### config.mk
export PLATFORM = sky130hd
export DESIGN_NAME = rx_power_alarm_latch_bank
export DESIGN_NICKNAME = d
export VERILOG_FILES = /design/src/rx_alarm_pkg.sv /design/src/alarm_flag_bank.sv /design/src/temp_snapshot.sv /design/src/rx_power_alarm_latch_bank.sv
export SDC_FILE = /design/constraint.sdc
export NUM_CORES = 1
export LEC_CHECK = 0
export BUFFER_PORTS_ARGS = -buffer_cell sky130_fd_sc_hd__buf_2
export CAP_MARGIN = 20
export CORE_MARGIN = 8
export CORE_UTILIZATION = 45
export CTS_BUF_LIST = sky130_fd_sc_hd__clkbuf_2
export CTS_CLUSTER_SIZE = 30
export DETAILED_ROUTE_END_ITERATION = 10
export GPL_TIMING_DRIVEN = 0
export PLACE_DENSITY = 0.75
export SYNTH_ARGS = -nofsm -noshare
export SYNTH_HDL_FRONTEND = slang
export SYNTH_SLANG_ARGS = --single-unit
### constraint.sdc
create_clock -name clock -period 3.7 [get_ports clock]
set_input_delay 0.925 -clock clock [delete_from_list [all_inputs] [get_ports clock]]
set_output_delay 0.925 -clock clock [all_outputs]
set_load 0.02 [all_outputs]
### src/rx_alarm_pkg.sv
// Purpose: Shared constants and types for the received-power alarm latch bank
// Assumes: Avalon-MM byte addressing, one 32-bit word per register
// Notes:   Printed offsets are register indices; byte address is four times the index

package rx_alarm_pkg;

    // ---------------------------------------------------------------
    // Register indices and byte addresses
    // ---------------------------------------------------------------
    localparam logic [7:0] LATCH_CH7_CH6_IDX = 8'h18;
    localparam logic [7:0] LATCH_CH5_CH4_IDX = 8'h19;
    localparam logic [7:0] TEMP_MSB_IDX = 8'h1C;
    localparam logic [7:0] IRQ_STATUS_IDX = 8'h20;
    localparam logic [7:0] IRQ_CLEAR_IDX = 8'h21;
    localparam logic [7:0] IRQ_ENABLE_IDX = 8'h22;
    localparam int ADDR_W = 10;
    localparam logic [ADDR_W-1:0] LATCH_CH7_CH6_ADDR = {LATCH_CH7_CH6_IDX, 2'h0};
    localparam logic [ADDR_W-1:0] LATCH_CH5_CH4_ADDR = {LATCH_CH5_CH4_IDX, 2'h0};
    localparam logic [ADDR_W-1:0] TEMP_MSB_ADDR = {TEMP_MSB_IDX, 2'h0};
    localparam logic [ADDR_W-1:0] IRQ_STATUS_ADDR = {IRQ_STATUS_IDX, 2'h0};
    localparam logic [ADDR_W-1:0] IRQ_CLEAR_ADDR = {IRQ_CLEAR_IDX, 2'h0};
    localparam logic [ADDR_W-1:0] IRQ_ENABLE_ADDR = {IRQ_ENABLE_IDX, 2'h0};

    // ---------------------------------------------------------------
    // Field positions inside an alarm byte
    // ---------------------------------------------------------------
    localparam int HI_UPPER_BIT = 7;
    localparam int LO_UPPER_BIT = 6;
    localparam int HI_LOWER_BIT = 3;
    localparam int LO_LOWER_BIT = 2;

    // ---------------------------------------------------------------
    // Reset values
    // ---------------------------------------------------------------
    localparam logic [7:0] FLAGS_RESET = 8'h00;
    localparam logic [7:0] IRQ_ENABLE_RESET = 8'h00;
    localparam logic [7:0] TEMP_RESET = 8'h00;
    localparam logic [31:0] RDATA_RESET = 32'h0000_0000;

    // ---------------------------------------------------------------
    // Timing
    // ---------------------------------------------------------------
    localparam int CLOCK_MHZ = 200;
    localparam int TEMP_UPDATE_US = 1;
    localparam int TEMP_UPDATE_CYCLES = TEMP_UPDATE_US * CLOCK_MHZ;
    localparam int TEMP_CNT_W = 8;

    // ---------------------------------------------------------------
    // Types
    // ---------------------------------------------------------------
    // Index 0..3 stands for channels 4..7
    typedef struct packed {
        logic [3:0] low;
        logic [3:0] high;
    } rx_alarm_t;

    typedef struct packed {
        logic [ADDR_W-1:0] address;
        logic read;
        logic write;
        logic [31:0] writedata;
        logic [3:0] byteenable;
    } avmm_req_t;

endpackage

### src/alarm_flag_bank.sv
// Purpose: Eight sticky alarm flags, cleared only for the bits a read returned
// Assumes: Conditions are synchronous levels from the power comparators
// Notes:   A condition present in the clearing cycle keeps the flag set

`timescale 1ns/1ps

module alarm_flag_bank
    import rx_alarm_pkg::*;
(
    // Clock and reset
    input wire logic clock,
    input wire logic rst,
    // Conditions and clear
    input wire logic [7:0] cond,
    input wire logic [7:0] clearMask,
    // Flag state
    output logic [7:0] flags,
    output logic [7:0] newSet
);

    logic [7:0] flag_q;
    logic [7:0] flag_d;

    genvar i;
    generate
        for (i = 0; i < 8; i++)
        begin : g_flag
            always_comb
            begin
                flag_d[i] = cond[i] | (flag_q[i] & ~clearMask[i]);
                newSet[i] = cond[i] & ~flag_q[i];
            end
        end
    endgenerate

    always_ff @(posedge clock or posedge rst)
    begin
        if (rst)
            flag_q <= FLAGS_RESET;
        else
            flag_q <= flag_d;
    end

    assign flags = flag_q;

endmodule

### src/temp_snapshot.sv
// Purpose: Periodic snapshot of the internal temperature integer byte
// Assumes: Sensor delivers a signed two's-complement integer in degrees
// Notes:   Snapshot keeps the value stable across a bus read

`timescale 1ns/1ps

module temp_snapshot
    import rx_alarm_pkg::*;
(
    // Clock and reset
    input wire logic clock,
    input wire logic rst,
    // Sensor
    input wire logic signed [7:0] tempInt,
    // Held value
    output logic signed [7:0] tempHeld
);

    localparam logic [TEMP_CNT_W-1:0] TICK_LAST = TEMP_CNT_W'(TEMP_UPDATE_CYCLES - 1);

    logic [TEMP_CNT_W-1:0] cnt_q;
    logic [TEMP_CNT_W-1:0] cnt_d;
    logic signed [7:0] temp_q;
    logic signed [7:0] temp_d;

    always_comb
    begin
        cnt_d = cnt_q + TEMP_CNT_W'(1);
        temp_d = temp_q;
        if (cnt_q == TICK_LAST)
        begin
            cnt_d = '0;
            temp_d = tempInt;
        end
    end

    always_ff @(posedge clock or posedge rst)
    begin
        if (rst)
        begin
            cnt_q <= '0;
            temp_q <= TEMP_RESET;
        end
        else
        begin
            cnt_q <= cnt_d;
            temp_q <= temp_d;
        end
    end

    assign tempHeld = temp_q;

endmodule

### src/rx_power_alarm_latch_bank.sv
// Purpose: Latched received-power alarm flags for channels 7..4 behind Avalon-MM
// Assumes: One clock; comparator outputs and temperature synchronous to it
// Notes:   Every access sees one wait cycle
//
// Register access over Avalon-MM was chosen for this implementation.

`timescale 1ns/1ps

module rx_power_alarm_latch_bank
    import rx_alarm_pkg::*;
(
    // Clock and reset
    input wire logic clock,
    input wire logic rst,
    // Avalon-MM slave
    input wire logic [ADDR_W-1:0] address,
    input wire logic read,
    input wire logic write,
    input wire logic [31:0] writedata,
    input wire logic [3:0] byteenable,
    output logic [31:0] readdata,
    output logic waitrequest,
    // Comparators and sensor
    input wire rx_alarm_t rxAlarm,
    input wire logic signed [7:0] tempInt,
    // Interrupt
    output logic irq
);

    // ---------------------------------------------------------------
    // Request bundle
    // ---------------------------------------------------------------
    avmm_req_t req;

    always_comb
    begin
        req.address = address;
        req.read = read;
        req.write = write;
        req.writedata = writedata;
        req.byteenable = byteenable;
    end

    // ---------------------------------------------------------------
    // Flags and temperature
    // ---------------------------------------------------------------
    logic [7:0] flags;
    logic [7:0] newSet;
    logic [7:0] clearMask;
    logic signed [7:0] tempHeld;

    alarm_flag_bank u_flags (
        .clock(clock),
        .rst(rst),
        .cond(rxAlarm),
        .clearMask(clearMask),
        .flags(flags),
        .newSet(newSet)
    );

    temp_snapshot u_temp (
        .clock(clock),
        .rst(rst),
        .tempInt(tempInt),
        .tempHeld(tempHeld)
    );

    // ---------------------------------------------------------------
    // Byte images
    // ---------------------------------------------------------------
    rx_alarm_t fl;
    logic [7:0] byteCh7Ch6;
    logic [7:0] byteCh5Ch4;

    always_comb
    begin
        fl = rx_alarm_t'(flags);
        byteCh7Ch6 = 8'h00;
        byteCh5Ch4 = 8'h00;
        byteCh7Ch6[HI_UPPER_BIT] = fl.high[3];
        byteCh7Ch6[LO_UPPER_BIT] = fl.low[3];
        byteCh7Ch6[HI_LOWER_BIT] = fl.high[2];
        byteCh7Ch6[LO_LOWER_BIT] = fl.low[2];
        byteCh5Ch4[HI_UPPER_BIT] = fl.high[1];
        byteCh5Ch4[LO_UPPER_BIT] = fl.low[1];
        byteCh5Ch4[HI_LOWER_BIT] = fl.high[0];
        byteCh5Ch4[LO_LOWER_BIT] = fl.low[0];
    end

    // ---------------------------------------------------------------
    // Address decode
    // ---------------------------------------------------------------
    // Word-aligned addresses only; anything else hits nothing and
    // reads back as zero.
    logic hitLatch76;
    logic hitLatch54;
    logic hitTemp;
    logic hitStatus;
    logic hitClear;
    logic hitEnable;
    logic anyReq;

    always_comb
    begin
        hitLatch76 = (req.address == LATCH_CH7_CH6_ADDR);
        hitLatch54 = (req.address == LATCH_CH5_CH4_ADDR);
        hitTemp = (req.address == TEMP_MSB_ADDR);
        hitStatus = (req.address == IRQ_STATUS_ADDR);
        hitClear = (req.address == IRQ_CLEAR_ADDR);
        hitEnable = (req.address == IRQ_ENABLE_ADDR);
        anyReq = req.read | req.write;
    end

    // ---------------------------------------------------------------
    // Bus handshake
    // ---------------------------------------------------------------
    // Exactly one wait state: answer captured on the first edge,
    // request taken on the second. Costs a cycle, keeps readdata
    // and waitrequest straight from flip-flops.
    typedef enum {IDLE, ANSWER} bus_state_t;

    bus_state_t busState_q;
    bus_state_t busState_d;
    logic wait_q;
    logic wait_d;
    logic capture;
    logic accept;

    always_comb
    begin
        capture = 1'b0;
        accept = 1'b0;
        busState_d = busState_q;
        case (busState_q)
            IDLE:
            begin
                if (anyReq)
                begin
                    capture = 1'b1;
                    busState_d = ANSWER;
                end
            end
            ANSWER:
            begin
                accept = anyReq;
                busState_d = IDLE;
            end
            default: busState_d = IDLE;
        endcase
        wait_d = (busState_d == IDLE);
    end

    always_ff @(posedge clock or posedge rst)
    begin
        if (rst)
        begin
            busState_q <= IDLE;
            wait_q <= 1'b1;
        end
        else
        begin
            busState_q <= busState_d;
            wait_q <= wait_d;
        end
    end

    // ---------------------------------------------------------------
    // Interrupt status, clear and enable
    // ---------------------------------------------------------------
    logic [7:0] irqStatus_q;
    logic [7:0] irqStatus_d;
    logic [7:0] irqEnable_q;
    logic [7:0] irqEnable_d;
    logic irq_q;
    logic irq_d;
    logic [7:0] irqClr;

    always_comb
    begin
        irqClr = 8'h00;
        irqEnable_d = irqEnable_q;
        if (accept & req.write & req.byteenable[0])
        begin
            if (hitClear)
                irqClr = req.writedata[7:0];
            if (hitEnable)
                irqEnable_d = req.writedata[7:0];
        end
        // New alarm in the clearing cycle wins
        irqStatus_d = newSet | (irqStatus_q & ~irqClr);
        irq_d = |(irqStatus_d & irqEnable_d);
    end

    always_ff @(posedge clock or posedge rst)
    begin
        if (rst)
        begin
            irqStatus_q <= FLAGS_RESET;
            irqEnable_q <= IRQ_ENABLE_RESET;
            irq_q <= 1'b0;
        end
        else
        begin
            irqStatus_q <= irqStatus_d;
            irqEnable_q <= irqEnable_d;
            irq_q <= irq_d;
        end
    end

    // ---------------------------------------------------------------
    // Read capture and clear-on-read
    // ---------------------------------------------------------------
    // Answer is captured one edge ahead; the clear hits only the
    // bits that were returned, so an alarm arriving meanwhile survives.
    logic [31:0] rdata_q;
    logic [31:0] rdata_d;
    logic rdLatch76_q;
    logic rdLatch76_d;
    logic rdLatch54_q;
    logic rdLatch54_d;
    logic [7:0] rdBits_q;
    logic [7:0] rdBits_d;

    always_comb
    begin
        rdata_d = rdata_q;
        rdLatch76_d = 1'b0;
        rdLatch54_d = 1'b0;
        rdBits_d = rdBits_q;
        if (capture & req.read)
        begin
            rdata_d = RDATA_RESET;
            rdBits_d = flags;
            if (hitLatch76)
            begin
                rdata_d[7:0] = byteCh7Ch6;
                rdLatch76_d = 1'b1;
            end
            else if (hitLatch54)
            begin
                rdata_d[7:0] = byteCh5Ch4;
                rdLatch54_d = 1'b1;
            end
            else if (hitTemp)
                rdata_d[7:0] = tempHeld;
            else if (hitStatus)
                rdata_d[7:0] = irqStatus_q;
            else if (hitEnable)
                rdata_d[7:0] = irqEnable_q;
            else
                rdata_d = RDATA_RESET;
        end
    end

    // Clear on the accepting edge, limited to returned bits
    always_comb
    begin
        clearMask = 8'h00;
        if (accept & req.read)
        begin
            if (rdLatch76_q)
                clearMask = rdBits_q & 8'hCC;
            else if (rdLatch54_q)
                clearMask = rdBits_q & 8'h33;
            else
                clearMask = 8'h00;
        end
    end

    always_ff @(posedge clock or posedge rst)
    begin
        if (rst)
        begin
            rdata_q <= RDATA_RESET;
            rdLatch76_q <= 1'b0;
            rdLatch54_q <= 1'b0;
            rdBits_q <= FLAGS_RESET;
        end
        else
        begin
            rdata_q <= rdata_d;
            rdLatch76_q <= rdLatch76_d;
            rdLatch54_q <= rdLatch54_d;
            rdBits_q <= rdBits_d;
        end
    end

    // ---------------------------------------------------------------
    // Outputs
    // ---------------------------------------------------------------
    assign readdata = rdata_q;
    assign waitrequest = wait_q;
    assign irq = irq_q;

endmodule

==> load_flow_metrics.sql <==
INSERT INTO impl_metrics (metric_group, metric, value, unit) VALUES
('clock_tree', 'post_cts_hold_buffer_count', '0', ''),
('flow_run', 'max-cap-violations', '0', ''),
('logic_synthesis', 'netlist.top_cell.by_area', 'sky130_fd_sc_hd__dfrtp_1', ''),
('logic_synthesis', 'ys_seq_elements', '92', ''),
('global_routing', 'grt_max_degree', '62', ''),
('global_routing', 'first_global_vias', '2604', ''),
('clock_tree', 'cts_root_buf', 'sky130_fd_sc_hd__clkbuf_2', ''),
('logic_synthesis', 'most_used_standard_cell_by_instance_count_after_synthesis', 'sky130_fd_sc_hd__dfrtp_1', ''),
('logic_synthesis', 'yosysTopAreaCellShare', '60.9', '%'),
('sta', 'min_period', '2.80', 'ns'),
('sta', 'finClkSkew', '0.0274', 'ns'),
('critical_path', 'worst_r2r_path_depth', '7', ''),
('detailed_routing', 'detailedRoute.firstIterationViolations', '184', ''),
('logic_synthesis', 'postSynthCellCount', '298', ''),
('sta', 'whs', '0.336', 'ns'),
('sta', 'fmaxAchievable', '357', 'MHz'),
('finish', 'fin_nets', '479', ''),
('floorplanning', 'core_area', '8130', 'sq um'),
('critical_path', 'timing.critical_path.required', '4.15', 'ns'),
('floorplanning', 'initial_core_util', '46.0', '%'),
('logic_synthesis', 'yosys-top-cells-area', 'sky130_fd_sc_hd__dfrtp_1, sky130_fd_sc_hd__mux2_2, sky130_fd_sc_hd__buf_4', ''),
('logic_synthesis', 'yosys_most_used_dff', 'sky130_fd_sc_hd__dfrtp_1', ''),
('critical_path', 'timing.critical_path.arrival', '3.25', 'ns'),
('sta', 'timing.final.hold_violations', '0', ''),
('clock_tree', 'worst_setup_hold_path_clk_slew', '0.27', 'ns'),
('critical_path', 'cp-start-kind', 'register', ''),
('critical_path', 'critical_path.slowest_cell', 'sky130_fd_sc_hd__nand4_1', ''),
('floorplanning', 'design.portCount', '100', ''),
('clock_tree', 'postCtsSetupBuffers', '0', ''),
('logic_synthesis', 'asyncSetResetFlopFracSynth', '100', '%'),
('outcome', 'outcome', 'finished clean', ''),
('detailed_routing', 'route.met2.wl', '3860', 'um'),
('detailed_routing', 'met1Wirelength', '3120', 'um'),
('sta', 'grt_setup_unrepaired', 'false', ''),
('critical_path', 'reg2reg_slack', '0.90', 'ns'),
('logic_synthesis', 'yosysWarnings', '0', ''),
('finish', 'syn_to_final_growth', '18.9', '%'),
('place', 'port-buffer-count', '48', ''),
('sta', 'worstMarginPinSlew', '1.01', 'ns'),
('logic_synthesis', 'synth_top_cells_by_count', 'sky130_fd_sc_hd__dfrtp_1, sky130_fd_sc_hd__buf_4, sky130_fd_sc_hd__mux2_2', ''),
('logic_synthesis', 'synth_top_family_by_area', 'simple AND/OR/NAND/NOR gates', ''),
('global_routing', 'grt_overflow_total', '0', ''),
('clock_tree', 'numCtsBuffers', '9', ''),
('critical_path', 'crit_path_end_kind', 'register', ''),
('critical_path', 'critical_path.cell_chain', 'nor4_1 -> nand4_1 -> and4bb_2 -> buf_4 -> mux2_2 -> a22oi_1 -> nand4_1', ''),
('floorplanning', 'fp-row-count', '33', ''),
('power', 'power_density', '364', 'nW/um^2'),
('critical_path', 'worst_path_most_repeated_cell', 'sky130_fd_sc_hd__nand4_1', ''),
('logic_synthesis', 'synth_xor_xnor_area_share', '1.17', '%'),
('sta', 'slew_violations', '0', ''),
('clock_tree', 'htree_num_levels', '3', ''),
('detailed_routing', 'highest-signal-layer', 'met4', ''),
('logic_synthesis', 'adder_cell_share_of_the_synthesized_area', '0.335', '%'),
('sta', 'final_min_period_over_clock_period', '75.7', '%'),
('logic_synthesis', 'syn_avg_cell_area', '12.5', 'sq um'),
('sta', 'fin_ws', '0.900', 'ns'),
('finish', 'antenna-diode-count', '0', ''),
('place', 'dp_worst_setup_slack', '0.577', 'ns'),
('logic_synthesis', 'ys_types', '43', ''),
('logic_synthesis', 'synth-compound-area-share', '9.20', '%'),
('logic_synthesis', 'mux_cell_area_share_after_synthesis', '8.40', '%'),
('clock_tree', 'numClockSinks', '92', ''),
('critical_path', 'timing.setup.critical_path_class', 'register to register', ''),
('detailed_routing', 'sum_of_met3_wire_segment_lengths_after_detailed_routing', '775', 'um'),
('critical_path', 'crit_fanout', '10', ''),
('power', 'power.leakage', '2.16', 'nW'),
('critical_path', 'worstReg2RegEnd', 'irq$_DFF_PP0_', ''),
('global_routing', 'groute.usage.overall', '14.1', '%'),
('detailed_routing', 'drt_pre_antenna_iters', '5', ''),
('global_routing', 'antenna_violations_before_repair', '0', ''),
('global_routing', 'grt_first_pass_wirelength', '12500', 'um');
-- per-layer routing --
layer  vias up  GRT usage [%]
met3        11           4.14
li1       1203              -
met5         -              0
met2       112           22.9
met1      1220           17.0
met4         0           5.83
-- how the worst max path moves through the flow --
stage	depth (start not counted)	slack, ns	endpoint	from
after floorplan	1	0.38	busState_q[0]$_DFF_PP0_	rst
after global placement	2	-0.49	busState_q[0]$_DFF_PP0_	rst
after detailed placement	7	0.58	irq$_DFF_PP0_	address[1]
after CTS	7	0.94	irq$_DFF_PP0_	busState_q[19]$_DFF_PP0_
after global routing	6	0.79	rdBits_q[1]$_DFFE_PP0P_	busState_q[19]$_DFF_PP0_
final	7	0.90	irq$_DFF_PP0_	busState_q[19]$_DFF_PP0_
-- flip-flops by register name (all words and copies together), names as in the netlist --
signal           cells
waitrequest          1
u_temp.cnt_q         8
busState_q          32
u_flags.flags        8
irq                  1
u_temp.tempHeld      8
rdBits_q             8
readdata             8
irqStatus_q          8
rdLatch54_q          1
irqEnable_q          8
rdLatch76_q          1
-- kinds of logic (layout without fill, tap and decap cells) --
family,count (synthesis),after routing
AND/OR/NAND/NOR,71,71
multiplexers,28,28
AO/OA/AOI/OAI,48,48
XOR/XNOR,5,5
buffers and inverters,52,117
adder cells (fa/ha/maj),1,1
flip-flops,92,92
other,1,55
-- final cells by class --
class / instances / area [sq um]
repair buffers: 49 / 268
clock buffers: 9 / 45.0
flip-flops and latches: 92 / 2300
fillers: 726 / 3690
plain buffers: 30 / 225
inverters: 22 / 85.1
multi-input cells: 208 / 1330
well taps: 105 / 131
clock inverters: 7 / 58.8
-- through the flow --
stage	TNS, ns	power, mW	utilization (%)	instances
finish	0	1.62	54.7	522
global route	0	1.69	54.7	522
CTS	0	1.63	54.7	522
detailed placement	0	1.19	53.4	506
global placement	-43.76	1.18	53.0	505
floorplan	0	1.14	-	352
-- power by group --
group          leakage [nW]  internal [mW]  switching (mW)
clock network        0.0584         0.0987           0.353
logic                 0.983         0.0474          0.0773
registers              1.12           1.03         0.00968
total                  2.16           1.18           0.440
-- cell usage in the layout (no fill, tap or decap), types with 3 or more instances in the layout --
| master | Yosys | layout |
|---|---|---|
| sky130_fd_sc_hd__a21o_1 | 8 | 8 |
| sky130_fd_sc_hd__a21oi_1 | 9 | 9 |
| sky130_fd_sc_hd__a222oi_1 | 7 | 7 |
| sky130_fd_sc_hd__a22oi_1 | 4 | 4 |
| sky130_fd_sc_hd__a31oi_1 | 3 | 3 |
| sky130_fd_sc_hd__buf_2 | 0 | 48 |
| sky130_fd_sc_hd__buf_4 | 28 | 28 |
| sky130_fd_sc_hd__clkbuf_2 | 0 | 9 |
| sky130_fd_sc_hd__clkinvlp_4 | 0 | 3 |
| sky130_fd_sc_hd__conb_1 | 1 | 55 |
| sky130_fd_sc_hd__dfrtp_1 | 91 | 91 |
| sky130_fd_sc_hd__inv_1 | 21 | 20 |
| sky130_fd_sc_hd__mux2_2 | 27 | 27 |
| sky130_fd_sc_hd__nand2_1 | 17 | 17 |
| sky130_fd_sc_hd__nand4_1 | 4 | 4 |
| sky130_fd_sc_hd__nor2_1 | 18 | 18 |
| sky130_fd_sc_hd__nor3_1 | 6 | 6 |
| sky130_fd_sc_hd__nor4_1 | 7 | 7 |
| sky130_fd_sc_hd__o21ai_0 | 8 | 8 |
| sky130_fd_sc_hd__o41ai_1 | 8 | 8 |
| sky130_fd_sc_hd__xor2_1 | 3 | 3 |
-- critical path: cells and delay by family (launching register included) --
| kind | cells | cell delay [ns] |
|---|---|---|
| AO/OA/AOI/OAI | 1 | 0.22 |
| multiplexers | 1 | 0.36 |
| AND/OR/NAND/NOR | 4 | 1.52 |
| flip-flops | 1 | 0.42 |
| buffers and inverters | 1 | 0.18 |
(Power assumes the default switching activity.)
